==> config.mk <==
export PLATFORM = sky130hd
export DESIGN_NAME = spm_pin_mux
export DESIGN_NICKNAME = d
export VERILOG_FILES = /design/src/spm_pkg.sv /design/src/spm_pin_mux.sv /design/src/spm_change_filter.sv
export SDC_FILE = /design/constraint.sdc
export NUM_CORES = 1
export LEC_CHECK = 0
export BUFFER_PORTS_ARGS = -buffer_cell sky130_fd_sc_hd__buf_2
export CAP_MARGIN = 15
export CORE_UTILIZATION = 47
export CTS_BUF_LIST = sky130_fd_sc_hd__clkbuf_4
export DETAILED_ROUTE_END_ITERATION = 8
export PLACE_DENSITY = 0.88
export SYNTH_ARGS = -nofsm -noshare
export SYNTH_HDL_FRONTEND = slang
export SYNTH_SLANG_ARGS = --single-unit
==> constraint.sdc <==
create_clock -name clk_i -period 4.6 [get_ports clk_i]
set_clock_uncertainty 0.15 [all_clocks]
set_input_delay 0.23 -clock clk_i [delete_from_list [all_inputs] [get_ports clk_i]]
set_output_delay 0.23 -clock clk_i [all_outputs]
set_load 0.01 [all_outputs]
==> src/spm_pkg.sv <==
// shared types and constants of the serial pin multiplexer
package spm_pkg;

  // serial interface modes
  typedef enum logic [1:0] {MODE_NOMUX, MODE_LINK, MODE_GCI, MODE_PCM} spm_mode_t;

  // interconnect control bits
  localparam int RCLK_TRI_BIT = 14;
  localparam int TCLK_TRI_BIT = 15;

  // clock control bits
  localparam int BAUD1_DIS_BIT = 11;
  localparam int CLKPIN_DIS_BIT = 12;

  // pcm sync code that idles the highway
  localparam logic [1:0] PCM_IDLE = 2'h0;

  // sample clock edges a modem line must differ for
  localparam logic [1:0] CHG_EDGES = 2'h2;

  // reset level of active low modem lines
  localparam logic MODEM_RST = 1'h1;

  // positions in the pin synchroniser vector
  localparam int S_RXD = 0;
  localparam int S_RCLK = 1;
  localparam int S_TCLK = 2;
  localparam int S_CD = 3;
  localparam int S_CTS = 4;
  localparam int S_PA = 5;
  localparam int S_M3 = 18;
  localparam int S_W = 21;

  // port a pin positions
  localparam int PA_RXD2 = 0;
  localparam int PA_TXD2 = 1;
  localparam int PA_RCLK2 = 2;
  localparam int PA_TCLK2 = 3;
  localparam int PA_RTS2 = 5;
  localparam int PA_CD2 = 6;
  localparam int PA_SEVEN = 7;
  localparam int PA_RXD3 = 8;
  localparam int PA_TXD3 = 9;
  localparam int PA_RCLK3 = 10;
  localparam int PA_TCLK3 = 11;
  localparam int PA_TWELVE = 12;
  localparam int PA_CTS2 = 4;

endpackage

==> src/spm_pin_mux.sv <==
// serial interface pin multiplexer for three controllers and the control port
// How it works
// - first eight pins follow nomux or isdn mode
// - tx data three-state, gci open-drain, nomux optional
// - nomux clock pins input if external clock
// - interconnect bits 14/15 float rx/tx clock
// - internal baud drives clock pins in nomux unless disabled
// - pcm sync code selects channel or idles
// - carrier change beyond one rx clock flags
// - carrier is interrupt source when not automatic
// - carrier forced asserted low in alternate use
// - clear-to-send change flags, optional frame abort
// - clear-to-send is interrupt source when unsupported
// - rts asserted while controller one has data
// - rts pin carries gci clock or request
// - baud pins inverted against clock pins
// - clock control bit 11 parks baud one high
// - port a pins individually gpio or dedicated
// - pin seven strobe two or baud two
// - multiplexed controllers two, three drive tclk
// - strobes mark b1/b2 per select and mask
// - control port enable takes three modem lines
// - pin twelve outputs baud three in nomux
`timescale 1ns/100ps
`default_nettype none
module spm_pin_mux (
  input wire logic clk_i,
  input wire logic rst_n_i,
  input wire spm_pkg::spm_mode_t serial_mode_i,
  input wire logic [15:0] interconnect_ctrl_i,
  input wire logic [15:0] clock_ctrl_i,
  input wire logic [5:0] chan_map_i,
  input wire logic [1:0] strobe_channel_select_i,
  input wire logic [3:0] strobe_mask_i,
  input wire logic b1_active_i,
  input wire logic b2_active_i,
  input wire logic [1:0] l1_chan_i,
  input wire logic layer1_request_i,
  input wire logic gci_data_clock_i,
  input wire logic [2:0] brg_i,
  input wire logic [1:0] scc23_nomux_i,
  input wire logic [2:0] rx_ext_clk_i,
  input wire logic [2:0] tx_ext_clk_i,
  input wire logic [2:0] scc_txd_i,
  input wire logic [2:0] scc_tx_pending_i,
  input wire logic tx_open_drain_i,
  input wire logic cd_auto_i,
  input wire logic cts_auto_i,
  input wire logic cts_abort_en_i,
  input wire logic ctrl_port_en_i,
  input wire logic ctrl_port_tx_data_i,
  input wire logic ctrl_port_clock_i,
  input wire logic [12:0] gpio_sel_i,
  input wire logic [12:0] gpio_dir_i,
  input wire logic [12:0] gpio_out_i,
  input wire logic layer1_rx_data_i,
  input wire logic rx_clock_one_i,
  input wire logic tx_clock_one_i,
  input wire logic carrier_detect_one_n_i,
  input wire logic clear_to_send_one_n_i,
  input wire logic [12:0] port_a_i,
  input wire logic [2:0] modem3_i,
  output logic [2:0] scc_rxd_o,
  output logic [2:0] scc_rx_en_o,
  output logic [2:0] scc_rclk_o,
  output logic [2:0] scc_tclk_o,
  output logic [2:0] scc_cd_n_o,
  output logic [2:0] scc_cts_n_o,
  output logic cd_event_o,
  output logic cts_event_o,
  output logic cd_irq_o,
  output logic cts_irq_o,
  output logic tx_abort_o,
  output logic layer1_grant_o,
  output logic layer1_frame_sync_o,
  output logic ctrl_port_rx_data_o,
  output logic [12:0] gpio_in_o,
  output logic layer1_tx_data_o,
  output logic layer1_tx_data_oe_o,
  output logic rx_clock_one_o,
  output logic rx_clock_one_oe_o,
  output logic tx_clock_one_o,
  output logic tx_clock_one_oe_o,
  output logic request_to_send_one_o,
  output logic baud_clock_out_one_o,
  output logic [12:0] port_a_o,
  output logic [12:0] port_a_oe_o,
  output logic [2:0] modem3_o,
  output logic [2:0] modem3_oe_o
);

  // ----------------------------------------
  // pin synchronisers
  // ----------------------------------------
  logic [spm_pkg::S_W-1:0] sync1_ff;
  logic [spm_pkg::S_W-1:0] sync2_ff;
  logic [spm_pkg::S_W-1:0] raw;

  assign raw = {modem3_i, port_a_i, clear_to_send_one_n_i, carrier_detect_one_n_i,
                tx_clock_one_i, rx_clock_one_i, layer1_rx_data_i};

  always_ff @(posedge clk_i or negedge rst_n_i)
  begin
    if (!rst_n_i)
    begin
      sync1_ff <= '1;
      sync2_ff <= '1;
    end
    else
    begin
      sync1_ff <= raw;
      sync2_ff <= sync1_ff;
    end
  end

  logic s_rxd, s_rclk, s_tclk, s_cd, s_cts;
  logic [12:0] s_pa;
  logic [2:0] s_m3;
  assign s_rxd = sync2_ff[spm_pkg::S_RXD];
  assign s_rclk = sync2_ff[spm_pkg::S_RCLK];
  assign s_tclk = sync2_ff[spm_pkg::S_TCLK];
  assign s_cd = sync2_ff[spm_pkg::S_CD];
  assign s_cts = sync2_ff[spm_pkg::S_CTS];
  assign s_pa = sync2_ff[spm_pkg::S_PA +: 13];
  assign s_m3 = sync2_ff[spm_pkg::S_M3 +: 3];
  assign gpio_in_o = s_pa;

  // ----------------------------------------
  // mode decode and channel routing
  // ----------------------------------------
  logic is_nomux, is_link, is_gci, is_pcm, isdn_strobe;
  assign is_nomux = serial_mode_i == spm_pkg::MODE_NOMUX;
  assign is_link = serial_mode_i == spm_pkg::MODE_LINK;
  assign is_gci = serial_mode_i == spm_pkg::MODE_GCI;
  assign is_pcm = serial_mode_i == spm_pkg::MODE_PCM;
  assign isdn_strobe = is_link || is_gci;

  logic [1:0] pcm_code, act_ch, act_scc;
  logic ch_live, mux_txd;
  assign pcm_code = {s_cd, s_tclk};
  assign act_ch = is_pcm ? pcm_code : l1_chan_i;
  assign ch_live = !is_nomux && act_ch != spm_pkg::PCM_IDLE;

  always_comb
  begin
    case (act_ch)
      2'h1: act_scc = chan_map_i[1:0];
      2'h2: act_scc = chan_map_i[3:2];
      2'h3: act_scc = chan_map_i[5:4];
      default: act_scc = 2'h0;
    endcase
  end
  assign mux_txd = (act_scc == 2'h3) ? 1'b1 : scc_txd_i[act_scc];

  // strobes during the b channels
  logic [1:0] sds;
  always_comb
  begin
    for (int n = 0; n < 2; n++)
    begin
      sds[n] = isdn_strobe && strobe_channel_select_i[n] &&
               ((strobe_mask_i[2*n] && b1_active_i) ||
                (strobe_mask_i[2*n+1] && b2_active_i));
    end
  end

  // ----------------------------------------
  // modem line change detection
  // ----------------------------------------
  logic rclk_prev_ff, tclk_prev_ff, rx_samp, tx_samp;
  logic rx_edge, tx_edge, cd_lvl, cts_lvl, cd_evt, cts_evt;
  assign rx_samp = rx_ext_clk_i[0] ? s_rclk : brg_i[0];
  assign tx_samp = tx_ext_clk_i[0] ? s_tclk : brg_i[0];
  assign rx_edge = rx_samp && !rclk_prev_ff;
  assign tx_edge = tx_samp && !tclk_prev_ff;

  always_ff @(posedge clk_i or negedge rst_n_i)
  begin
    if (!rst_n_i)
    begin
      rclk_prev_ff <= 1'b1;
      tclk_prev_ff <= 1'b1;
    end
    else
    begin
      rclk_prev_ff <= rx_samp;
      tclk_prev_ff <= tx_samp;
    end
  end

  spm_change_filter u_cd_filt (
    .clk_i(clk_i),
    .rst_n_i(rst_n_i),
    .level_i(s_cd),
    .samp_edge_i(rx_edge),
    .level_o(cd_lvl),
    .event_o(cd_evt)
  );

  spm_change_filter u_cts_filt (
    .clk_i(clk_i),
    .rst_n_i(rst_n_i),
    .level_i(s_cts),
    .samp_edge_i(tx_edge),
    .level_o(cts_lvl),
    .event_o(cts_evt)
  );

  assign cd_event_o = is_nomux && cd_evt;
  assign cts_event_o = is_nomux && cts_evt;
  assign cd_irq_o = cd_event_o && !cd_auto_i;
  assign cts_irq_o = cts_event_o && !cts_auto_i;
  assign tx_abort_o = cts_event_o && cts_auto_i && cts_abort_en_i && cts_lvl;
  // the grant pin relies on being tied high when unused
  assign layer1_grant_o = isdn_strobe && s_cts;
  assign layer1_frame_sync_o = isdn_strobe && s_cd;

  // ----------------------------------------
  // controller side
  // ----------------------------------------
  logic [2:0] own_nomux, own_rxd, own_rclk, own_tclk;
  assign own_nomux = {scc23_nomux_i, is_nomux};
  assign own_rxd = {s_pa[spm_pkg::PA_RXD3], s_pa[spm_pkg::PA_RXD2], s_rxd};
  assign own_rclk = {s_pa[spm_pkg::PA_RCLK3], s_pa[spm_pkg::PA_RCLK2], s_rclk};
  assign own_tclk = {s_pa[spm_pkg::PA_TCLK3], s_pa[spm_pkg::PA_TCLK2], s_tclk};

  always_comb
  begin
    for (int k = 0; k < 3; k++)
    begin
      scc_rxd_o[k] = own_nomux[k] ? own_rxd[k] : s_rxd;
      scc_rx_en_o[k] = own_nomux[k] || (ch_live && act_scc == 2'(k));
      scc_rclk_o[k] = own_nomux[k] ? (rx_ext_clk_i[k] ? own_rclk[k] : brg_i[k]) : s_rclk;
      scc_tclk_o[k] = own_nomux[k] ? (tx_ext_clk_i[k] ? own_tclk[k] : brg_i[k]) : s_rclk;
    end
  end

  assign scc_cd_n_o[0] = is_nomux ? cd_lvl : 1'b0;
  assign scc_cts_n_o[0] = is_nomux ? cts_lvl : 1'b0;
  assign scc_cd_n_o[1] = gpio_sel_i[spm_pkg::PA_CD2] ? 1'b0 : s_pa[spm_pkg::PA_CD2];
  assign scc_cts_n_o[1] = gpio_sel_i[spm_pkg::PA_CTS2] ? 1'b0 : s_pa[spm_pkg::PA_CTS2];
  assign scc_cd_n_o[2] = ctrl_port_en_i ? 1'b0 : s_m3[2];
  assign scc_cts_n_o[2] = ctrl_port_en_i ? 1'b0 : s_m3[0];
  assign ctrl_port_rx_data_o = ctrl_port_en_i ? s_m3[0] : 1'b1;

  // ----------------------------------------
  // first pin group
  // ----------------------------------------
  logic nxt_txd, nxt_txd_oe, nxt_rclk_oe, nxt_tclk, nxt_tclk_oe, nxt_rts, nxt_baud1;
  logic clk_pins_on;
  assign clk_pins_on = is_nomux && !clock_ctrl_i[spm_pkg::CLKPIN_DIS_BIT];

  always_comb
  begin
    nxt_txd = mux_txd;
    nxt_txd_oe = ch_live;
    nxt_tclk = brg_i[0];
    nxt_tclk_oe = 1'b0;
    nxt_rts = !scc_tx_pending_i[0];
    unique case (serial_mode_i)
      spm_pkg::MODE_NOMUX:
      begin
        nxt_txd = tx_open_drain_i ? 1'b0 : scc_txd_i[0];
        nxt_txd_oe = tx_open_drain_i ? !scc_txd_i[0] : 1'b1;
        nxt_tclk_oe = clk_pins_on && !tx_ext_clk_i[0] &&
                      !interconnect_ctrl_i[spm_pkg::TCLK_TRI_BIT];
        nxt_rts = !scc_tx_pending_i[0];
      end
      spm_pkg::MODE_GCI:
      begin
        nxt_txd = 1'b0;
        nxt_txd_oe = ch_live && !mux_txd;
        nxt_tclk = sds[0];
        nxt_tclk_oe = 1'b1;
        nxt_rts = gci_data_clock_i;
      end
      spm_pkg::MODE_LINK:
      begin
        nxt_tclk = sds[0];
        nxt_tclk_oe = 1'b1;
        nxt_rts = layer1_request_i;
      end
      spm_pkg::MODE_PCM:
      begin
        nxt_tclk_oe = 1'b0;
      end
    endcase
  end

  assign nxt_rclk_oe = clk_pins_on && !rx_ext_clk_i[0] &&
                       !interconnect_ctrl_i[spm_pkg::RCLK_TRI_BIT];
  assign nxt_baud1 = clock_ctrl_i[spm_pkg::BAUD1_DIS_BIT] ? 1'b1 : !brg_i[0];

  always_ff @(posedge clk_i or negedge rst_n_i)
  begin
    if (!rst_n_i)
    begin
      layer1_tx_data_o <= 1'b1;
      layer1_tx_data_oe_o <= 1'b0;
      rx_clock_one_o <= 1'b0;
      rx_clock_one_oe_o <= 1'b0;
      tx_clock_one_o <= 1'b0;
      tx_clock_one_oe_o <= 1'b0;
      request_to_send_one_o <= 1'b1;
      baud_clock_out_one_o <= 1'b1;
    end
    else
    begin
      layer1_tx_data_o <= nxt_txd;
      layer1_tx_data_oe_o <= nxt_txd_oe;
      rx_clock_one_o <= brg_i[0];
      rx_clock_one_oe_o <= nxt_rclk_oe;
      tx_clock_one_o <= nxt_tclk;
      tx_clock_one_oe_o <= nxt_tclk_oe;
      request_to_send_one_o <= nxt_rts;
      baud_clock_out_one_o <= nxt_baud1;
    end
  end

  // ----------------------------------------
  // port a and modem lines
  // ----------------------------------------
  logic [12:0] ded_o, ded_oe, nxt_pa, nxt_pa_oe;
  logic [2:0] nxt_m3, nxt_m3_oe;

  always_comb
  begin
    ded_o = '0;
    ded_oe = '0;
    ded_o[spm_pkg::PA_TXD2] = scc_txd_i[1];
    ded_oe[spm_pkg::PA_TXD2] = scc23_nomux_i[0];
    ded_o[spm_pkg::PA_RCLK2] = brg_i[1];
    ded_oe[spm_pkg::PA_RCLK2] = scc23_nomux_i[0] && !rx_ext_clk_i[1];
    ded_o[spm_pkg::PA_TCLK2] = brg_i[1];
    ded_oe[spm_pkg::PA_TCLK2] = !scc23_nomux_i[0] || !tx_ext_clk_i[1];
    ded_o[spm_pkg::PA_RTS2] = !scc_tx_pending_i[1];
    ded_oe[spm_pkg::PA_RTS2] = 1'b1;
    ded_o[spm_pkg::PA_SEVEN] = (isdn_strobe || strobe_channel_select_i != 2'h0) ?
                               sds[1] : !brg_i[1];
    ded_oe[spm_pkg::PA_SEVEN] = 1'b1;
    ded_o[spm_pkg::PA_TXD3] = scc_txd_i[2];
    ded_oe[spm_pkg::PA_TXD3] = scc23_nomux_i[1];
    ded_o[spm_pkg::PA_RCLK3] = brg_i[2];
    ded_oe[spm_pkg::PA_RCLK3] = scc23_nomux_i[1] && !rx_ext_clk_i[2];
    ded_o[spm_pkg::PA_TCLK3] = brg_i[2];
    ded_oe[spm_pkg::PA_TCLK3] = !scc23_nomux_i[1] || !tx_ext_clk_i[2];
    ded_o[spm_pkg::PA_TWELVE] = !brg_i[2];
    ded_oe[spm_pkg::PA_TWELVE] = scc23_nomux_i[1];
  end

  genvar i;
  generate
    for (i = 0; i < 13; i++)
    begin : g_pa
      assign nxt_pa[i] = gpio_sel_i[i] ? gpio_out_i[i] : ded_o[i];
      assign nxt_pa_oe[i] = gpio_sel_i[i] ? gpio_dir_i[i] : ded_oe[i];
    end
  endgenerate

  always_comb
  begin
    if (ctrl_port_en_i)
    begin
      nxt_m3 = {ctrl_port_clock_i, ctrl_port_tx_data_i, 1'b0};
      nxt_m3_oe = 3'h6;
    end
    else
    begin
      nxt_m3 = {1'b0, !scc_tx_pending_i[2], 1'b0};
      nxt_m3_oe = 3'h2;
    end
  end

  always_ff @(posedge clk_i or negedge rst_n_i)
  begin
    if (!rst_n_i)
    begin
      port_a_o <= '0;
      port_a_oe_o <= '0;
      modem3_o <= '0;
      modem3_oe_o <= '0;
    end
    else
    begin
      port_a_o <= nxt_pa;
      port_a_oe_o <= nxt_pa_oe;
      modem3_o <= nxt_m3;
      modem3_oe_o <= nxt_m3_oe;
    end
  end
endmodule
`default_nettype wire

==> src/spm_change_filter.sv <==
// modem line change filter clocked by clk_i, counting edges of a serial sample clock
`timescale 1ns/100ps
`default_nettype none
module spm_change_filter (
  input wire logic clk_i,
  input wire logic rst_n_i,
  input wire logic level_i,
  input wire logic samp_edge_i,
  output logic level_o,
  output logic event_o
);

  logic level_ff;
  logic event_ff;
  logic [1:0] cnt_ff;

  // ----------------------------------------
  // accept a new level after it outlasts one sample clock
  // ----------------------------------------
  always_ff @(posedge clk_i or negedge rst_n_i)
  begin
    if (!rst_n_i)
    begin
      level_ff <= spm_pkg::MODEM_RST;
      event_ff <= 1'b0;
      cnt_ff <= 2'h0;
    end
    else
    begin
      event_ff <= 1'b0;
      if (level_i == level_ff)
      begin
        cnt_ff <= 2'h0;
      end
      else if (samp_edge_i)
      begin
        if (cnt_ff + 2'h1 >= spm_pkg::CHG_EDGES)
        begin
          level_ff <= level_i;
          event_ff <= 1'b1;
          cnt_ff <= 2'h0;
        end
        else
        begin
          cnt_ff <= cnt_ff + 2'h1;
        end
      end
    end
  end

  assign level_o = level_ff;
  assign event_o = event_ff;

endmodule
`default_nettype wire

# == Yosys cells after proc, flatten, opt, wreduce, memory -nomap -nowiden ==
# Cells that the tools add are included.
# word_totals
register_bits,92
inputBits,138
output_inout_bits,79
word_cells,188
# op_classes
add_sub_neg,2
magnitude_cmp,3
eq_ne,11
mux,75
bitwise_logic,2
reduce_logical,73
# op_table
operator,n
$mux 1,60
$logic_and 1x1->1,31
$logic_not 1->1,24
$mux 2,7
$eq 2x2->1 const B,6
$logic_or 1x1->1,9
$reduce_bool 2->1,4
$eq 2x1->1 const B,3
$mux 3,2
$pmux 1 s2,3
$pmux 2 s3,1
$reduce_and 3->1,2
$add 2x1->2 const B,2
$ge 2x2->1 const B,2
$logic_not 2->1,2
$lt 2x3->1 const B,1
$pmux 1 s3,1
$bmux 1 s2,1
$eq 1x1->1,2
$not 1->1,2
$reduce_or 2->1,1

# == Depth between registers and ports, before layout ==
# depth
ltp_word,10
ltp_mapped,6

# == Hierarchy ==
# Synthesis repeated with hierarchy kept, for this count alone.
# unflattened
cells_unflattened,255
area_unflattened_um2,3444.6
# by_module_without_submodules
mod,n_inst,cells_each,area_each_um2,seq_area_each_um2
spm_pin_mux,1,227,3096.7,2058.2
spm_change_filter,2,14,173.9,101.3

# == Least setup slack after synthesis ==
# Ideal clock, no wire load.
# synth_path
kind,input-to-output
startpoint,in serial_mode_i[0]
endpoint,out scc_rx_en_o[1]
t_arrival_ps,1469
required_time_ps,4220
setup_slack_ps,2751
stages,6
n_path_buf,0
cell_sequence,ha_1 mux2i_2 mux2i_1 o21a_1 nand2_1 o21bai_1
# synth_via
elab_chain_len,7
word_cells_on_any_way,13
cone_classes,eq/ne (5); mux (2); reduce/logical (6)
# synth_rtl
item,line,rtl
start: declaration,spm_pin_mux.sv:29,"input wire spm_pkg::spm_mode_t serial_mode_i,"
$eq 2x2->1,spm_pin_mux.sv:135,assign is_pcm = serial_mode_i == spm_pkg::MODE_PCM;
$mux 2,spm_pin_mux.sv:141,assign act_ch = is_pcm ? pcm_code : l1_chan_i;
$eq 2x2->1 or $eq 2x1->1 (tied branches),spm_pin_mux.sv:146,case (act_ch)
$pmux 2 s3,spm_pin_mux.sv:146,
$eq 2x1->1,spm_pin_mux.sv:232,scc_rx_en_o[k] = own_nomux[k] || (ch_live && act_scc == 2'(k));
$logic_and 1x1->1 *,spm_pin_mux.sv:232,
$logic_or 1x1->1 *,spm_pin_mux.sv:232,
end: declaration,spm_pin_mux.sv:64,"output logic [2:0] scc_rx_en_o,"
# Every way passes the cells marked *; elsewhere a longest branch is shown, timed or not.

# == Worst setup path in the final report ==
# layout_path
startpoint,reg sync2_ff[2] in the netlist's numbering
endpoint,out scc_rx_en_o[1]
# layout_via
elab_chain_len,6
word_cells_on_any_way,10
cone_classes,eq/ne (4); mux (2); reduce/logical (4)
# layout_rtl
item,line,rtl
start: declaration,spm_pin_mux.sv:96,logic [spm_pkg::S_W-1:0] sync2_ff;
start signal: assignment,spm_pin_mux.sv:112,sync2_ff <= sync1_ff;
$mux 2 *,spm_pin_mux.sv:141,
$eq 2x2->1 or $eq 2x1->1 (tied branches),spm_pin_mux.sv:146,
$pmux 2 s3,spm_pin_mux.sv:146,
$eq 2x1->1,spm_pin_mux.sv:232,
$logic_and 1x1->1 *,spm_pin_mux.sv:232,
$logic_or 1x1->1 *,spm_pin_mux.sv:232,
# Marked as above.

==> impl_metrics.csv <==
group,metric,value,unit
synth,ys_ff_latch,88,
clock_tree,cts_setup_buffers,0,
synth,synthArstFlopShare,100,%
worst_setup_path,regToRegSetupSlack,2180,ps
clock_tree,clk_pin_slew,150,ps
drt,vias_per_cell,4.73,
power_and_ir_drop,ir_drop,0.259,mV
die,io_pins,217,
placed_design,dpl-instance-area,0.00429,mm2
drt,finalWirelength,10000,um
die,die_w,86.6,um
clock_tree,cts_tree,"done",
die,initial_core_util,48.9,%
worst_setup_path,r2r-end,"layer1_tx_data_oe_o",
layout,multi_input_area,928,um2
drt,first_iter_violations,116,
worst_setup_path,arrival,2080,ps
global_routing,grt_pass1_wl,15000,um
die,die_area,0.00750,mm2
layout,regArea,0.00226,mm2
job,drv_cap,0,
worst_setup_path,worstSetupStartpoint,"sync2_ff[2]",
drt,route.vias.total,2982,
synth,ys_types,38,
timing,max_freq,0.406,GHz
global_routing,grt_pass1_vias,3207,
worst_setup_path,crit_end,"scc_rx_en_o[1]",
global_routing,grt_max_degree,89,
timing,drv_slew,0,
synth,ys_warn_count,0,
power_and_ir_drop,p_leak,2.70,nW
timing,grt_setup_unrepaired,"false",
drt,drcViolationCount,0,
synth,synth_cells,255,
layout,drive_gt1_share,49.1,%
timing,final.period_utilization,53.6,%
clock_tree,cts_sinks,88,
worst_setup_path,reg2reg_from,"sync2_ff[2]",
synth,seq_area_frac_synth,67.2,%
drt,dr.pass1.iters,4,
timing,tightest_slew,1070,ps
worst_setup_path,cp_data_required_time,4220,ps
placed_design,io_buffers,185,
drt,avgRoutedWirePerCell,15.9,um
synth,yosysMostFrequentCell,"dfstp_2",
synth,synth_top_area_share,36.7,%
placed_design,dp_hpwl,5680,um
layout,antenna_cells,0,
power_and_ir_drop,powerDensity,319,mW/mm2
clock_tree,hold_buffers,94,
synth,syn_avg_cell_area,13.2,um2
synth,netlist_area,0.00336,mm2
synth,yosysTopAreaCell,"dfstp_2",
worst_setup_path,rr_worst_depth,6,
synth,synth_edf_count,0,
drt,ant_nets,0,
synth,synth_common_cells,"dfstp_2, dfrtp_1, nand2_1",
synth,synthFlopType,"dfstp_2",
timing,fin_crit,2460,ps
die,fp.dieH,86.6,um
synth,synth.area.top_cells,"dfstp_2, dfrtp_1, mux2_2, buf_4, mux2i_1",
global_routing,grt.total_usage,27.3,%
timing,setup_tns,0,ps
global_routing,grt-ovfl-total,0,
timing,slew_headroom,28.5,%
worst_setup_path,endpoint_kind,"output pin",
clock_tree,htreeDepth,3,
clock_tree,root_buffer,"clkbuf_4",
layout,fin_area,0.00540,mm2
die,core,0.00687,mm2
worst_setup_path,worstPathMaxFanout,3,
clock_tree,cts_buffers,9,
global_routing,antenna_found_initial,0,
worst_hold_path,hold_class,"input port to register",
run_status,outcome,"completed",
die,fp-row-count,30,
clock_tree,clock_path_buffers,2,
clock_tree,clock_latency,420,ps
timing,finalSetupViolCount,0,
worst_setup_path,start_kind,"register",
clock_tree,cts_resized,0,
worst_setup_path,critPathKind,"register to output pin",
layout,fin_nets,673,
layout,areaGrowthSynthToFinish,60.6,%
timing,hold_viol_final,0,
placed_design,gp_congestion,0.846,
layout,fill_cells,399,
metal layers:
metal	routed length, um	global-route usage, %
met1	3760	28.5
met2	5400	52.3
met5	0	0
met4	222	11.2
met3	629	6.29
cell families after synthesis:
logic type,after synthesis,share of synthesized area [%]
AO/OA/AOI/OAI,34,6.48
adder cells (fa/ha/maj),6,2.23
other,2,0.223
buffers and inverters,31,5.25
AND/OR/NAND/NOR,67,10.0
XOR/XNOR,2,0.521
flip-flops,88,67.2
multiplexers,25,8.04
layout by cell type (no fill, tap or decap), drive strengths merged, types with 9 or more instances in the layout:
| master | Yosys | routed |
|---|---|---|
| and2 | 14 | 14 |
| buf | 16 | 185 |
| clkbuf | 1 | 9 |
| dfrtp | 41 | 41 |
| dfstp | 47 | 47 |
| dlygate4sd3 | 0 | 94 |
| inv | 14 | 17 |
| mux2 | 13 | 13 |
| mux2i | 12 | 12 |
| nand2 | 18 | 18 |
| nor2 | 14 | 14 |
| o21ai | 11 | 11 |
worst min-delay path by stage:
stage                               start                    end  slack [ps]  cells past startpoint
floorplan                         rst_n_i    layer1_tx_data_oe_o        -220                      0
global placement              port_a_i[1]            sync1_ff[6]         190                      1
detailed placement  clear_to_send_one_n_i            sync1_ff[4]         190                      1
finish                       scc_txd_i[2]       layer1_tx_data_o          40                      3
CTS                      gci_data_clock_i  request_to_send_one_o          10                      3
global route                 scc_txd_i[2]       layer1_tx_data_o          20                      3
stage by stage:
stage                     setup WS, ps  std cells  hold slack (ps)  power, mW  util (%)
final                             2140        630             44.4       1.72      78.6
after global routing              2020        630             20.7       1.81      78.6
after CTS                         2140        630             12.5       1.72      78.6
after detailed placement          2410        520              186       1.16      62.5
after global placement            2470        520              185       1.14      62.5
after floorplan                   2750        256             -216       1.03         -
flip-flops by register name, indices dropped and copies added (netlist names):
name,count
baud_clock_out_one_o,1
layer1_tx_data_o,1
layer1_tx_data_oe_o,1
modem3_o,2
modem3_oe_o,2
port_a_o,13
port_a_oe_o,13
rclk_prev_ff,1
request_to_send_one_o,1
rx_clock_one_o,1
rx_clock_one_oe_o,1
sync1_ff,20
sync2_ff,20
tclk_prev_ff,1
tx_clock_one_o,1
tx_clock_one_oe_o,1
u_cd_filt.cnt_ff,2
u_cd_filt.event_o,1
u_cd_filt.level_o,1
u_cts_filt.cnt_ff,2
u_cts_filt.event_o,1
u_cts_filt.level_o,1
area by class of cell:
type | count | area share [%]
flip-flops and latches | 88 | 41.9
repair buffers | 279 | 34.6
multi-input cells | 137 | 17.2
well taps | 96 | 2.22
clock inverters | 7 | 1.88
clock buffers | 9 | 1.25
inverters | 14 | 0.973
power breakdown:
group	internal [mW]	leakage, nW	switching, mW
Sequential	0.857	0.997	0.0290
Combinational	0.179	1.61	0.159
Clock	0.228	0.0905	0.271
Total	1.26	2.70	0.458
worst max-delay path: stages, from the launching register on:
cell and delay (ps):
dfstp_2 580, and3b_2 210, o21ai_0 280, o21a_1 220, nand2_1 60, o21bai_1 160
buf_2 160
No activity file was read; power rests on OpenSTA's default activity.
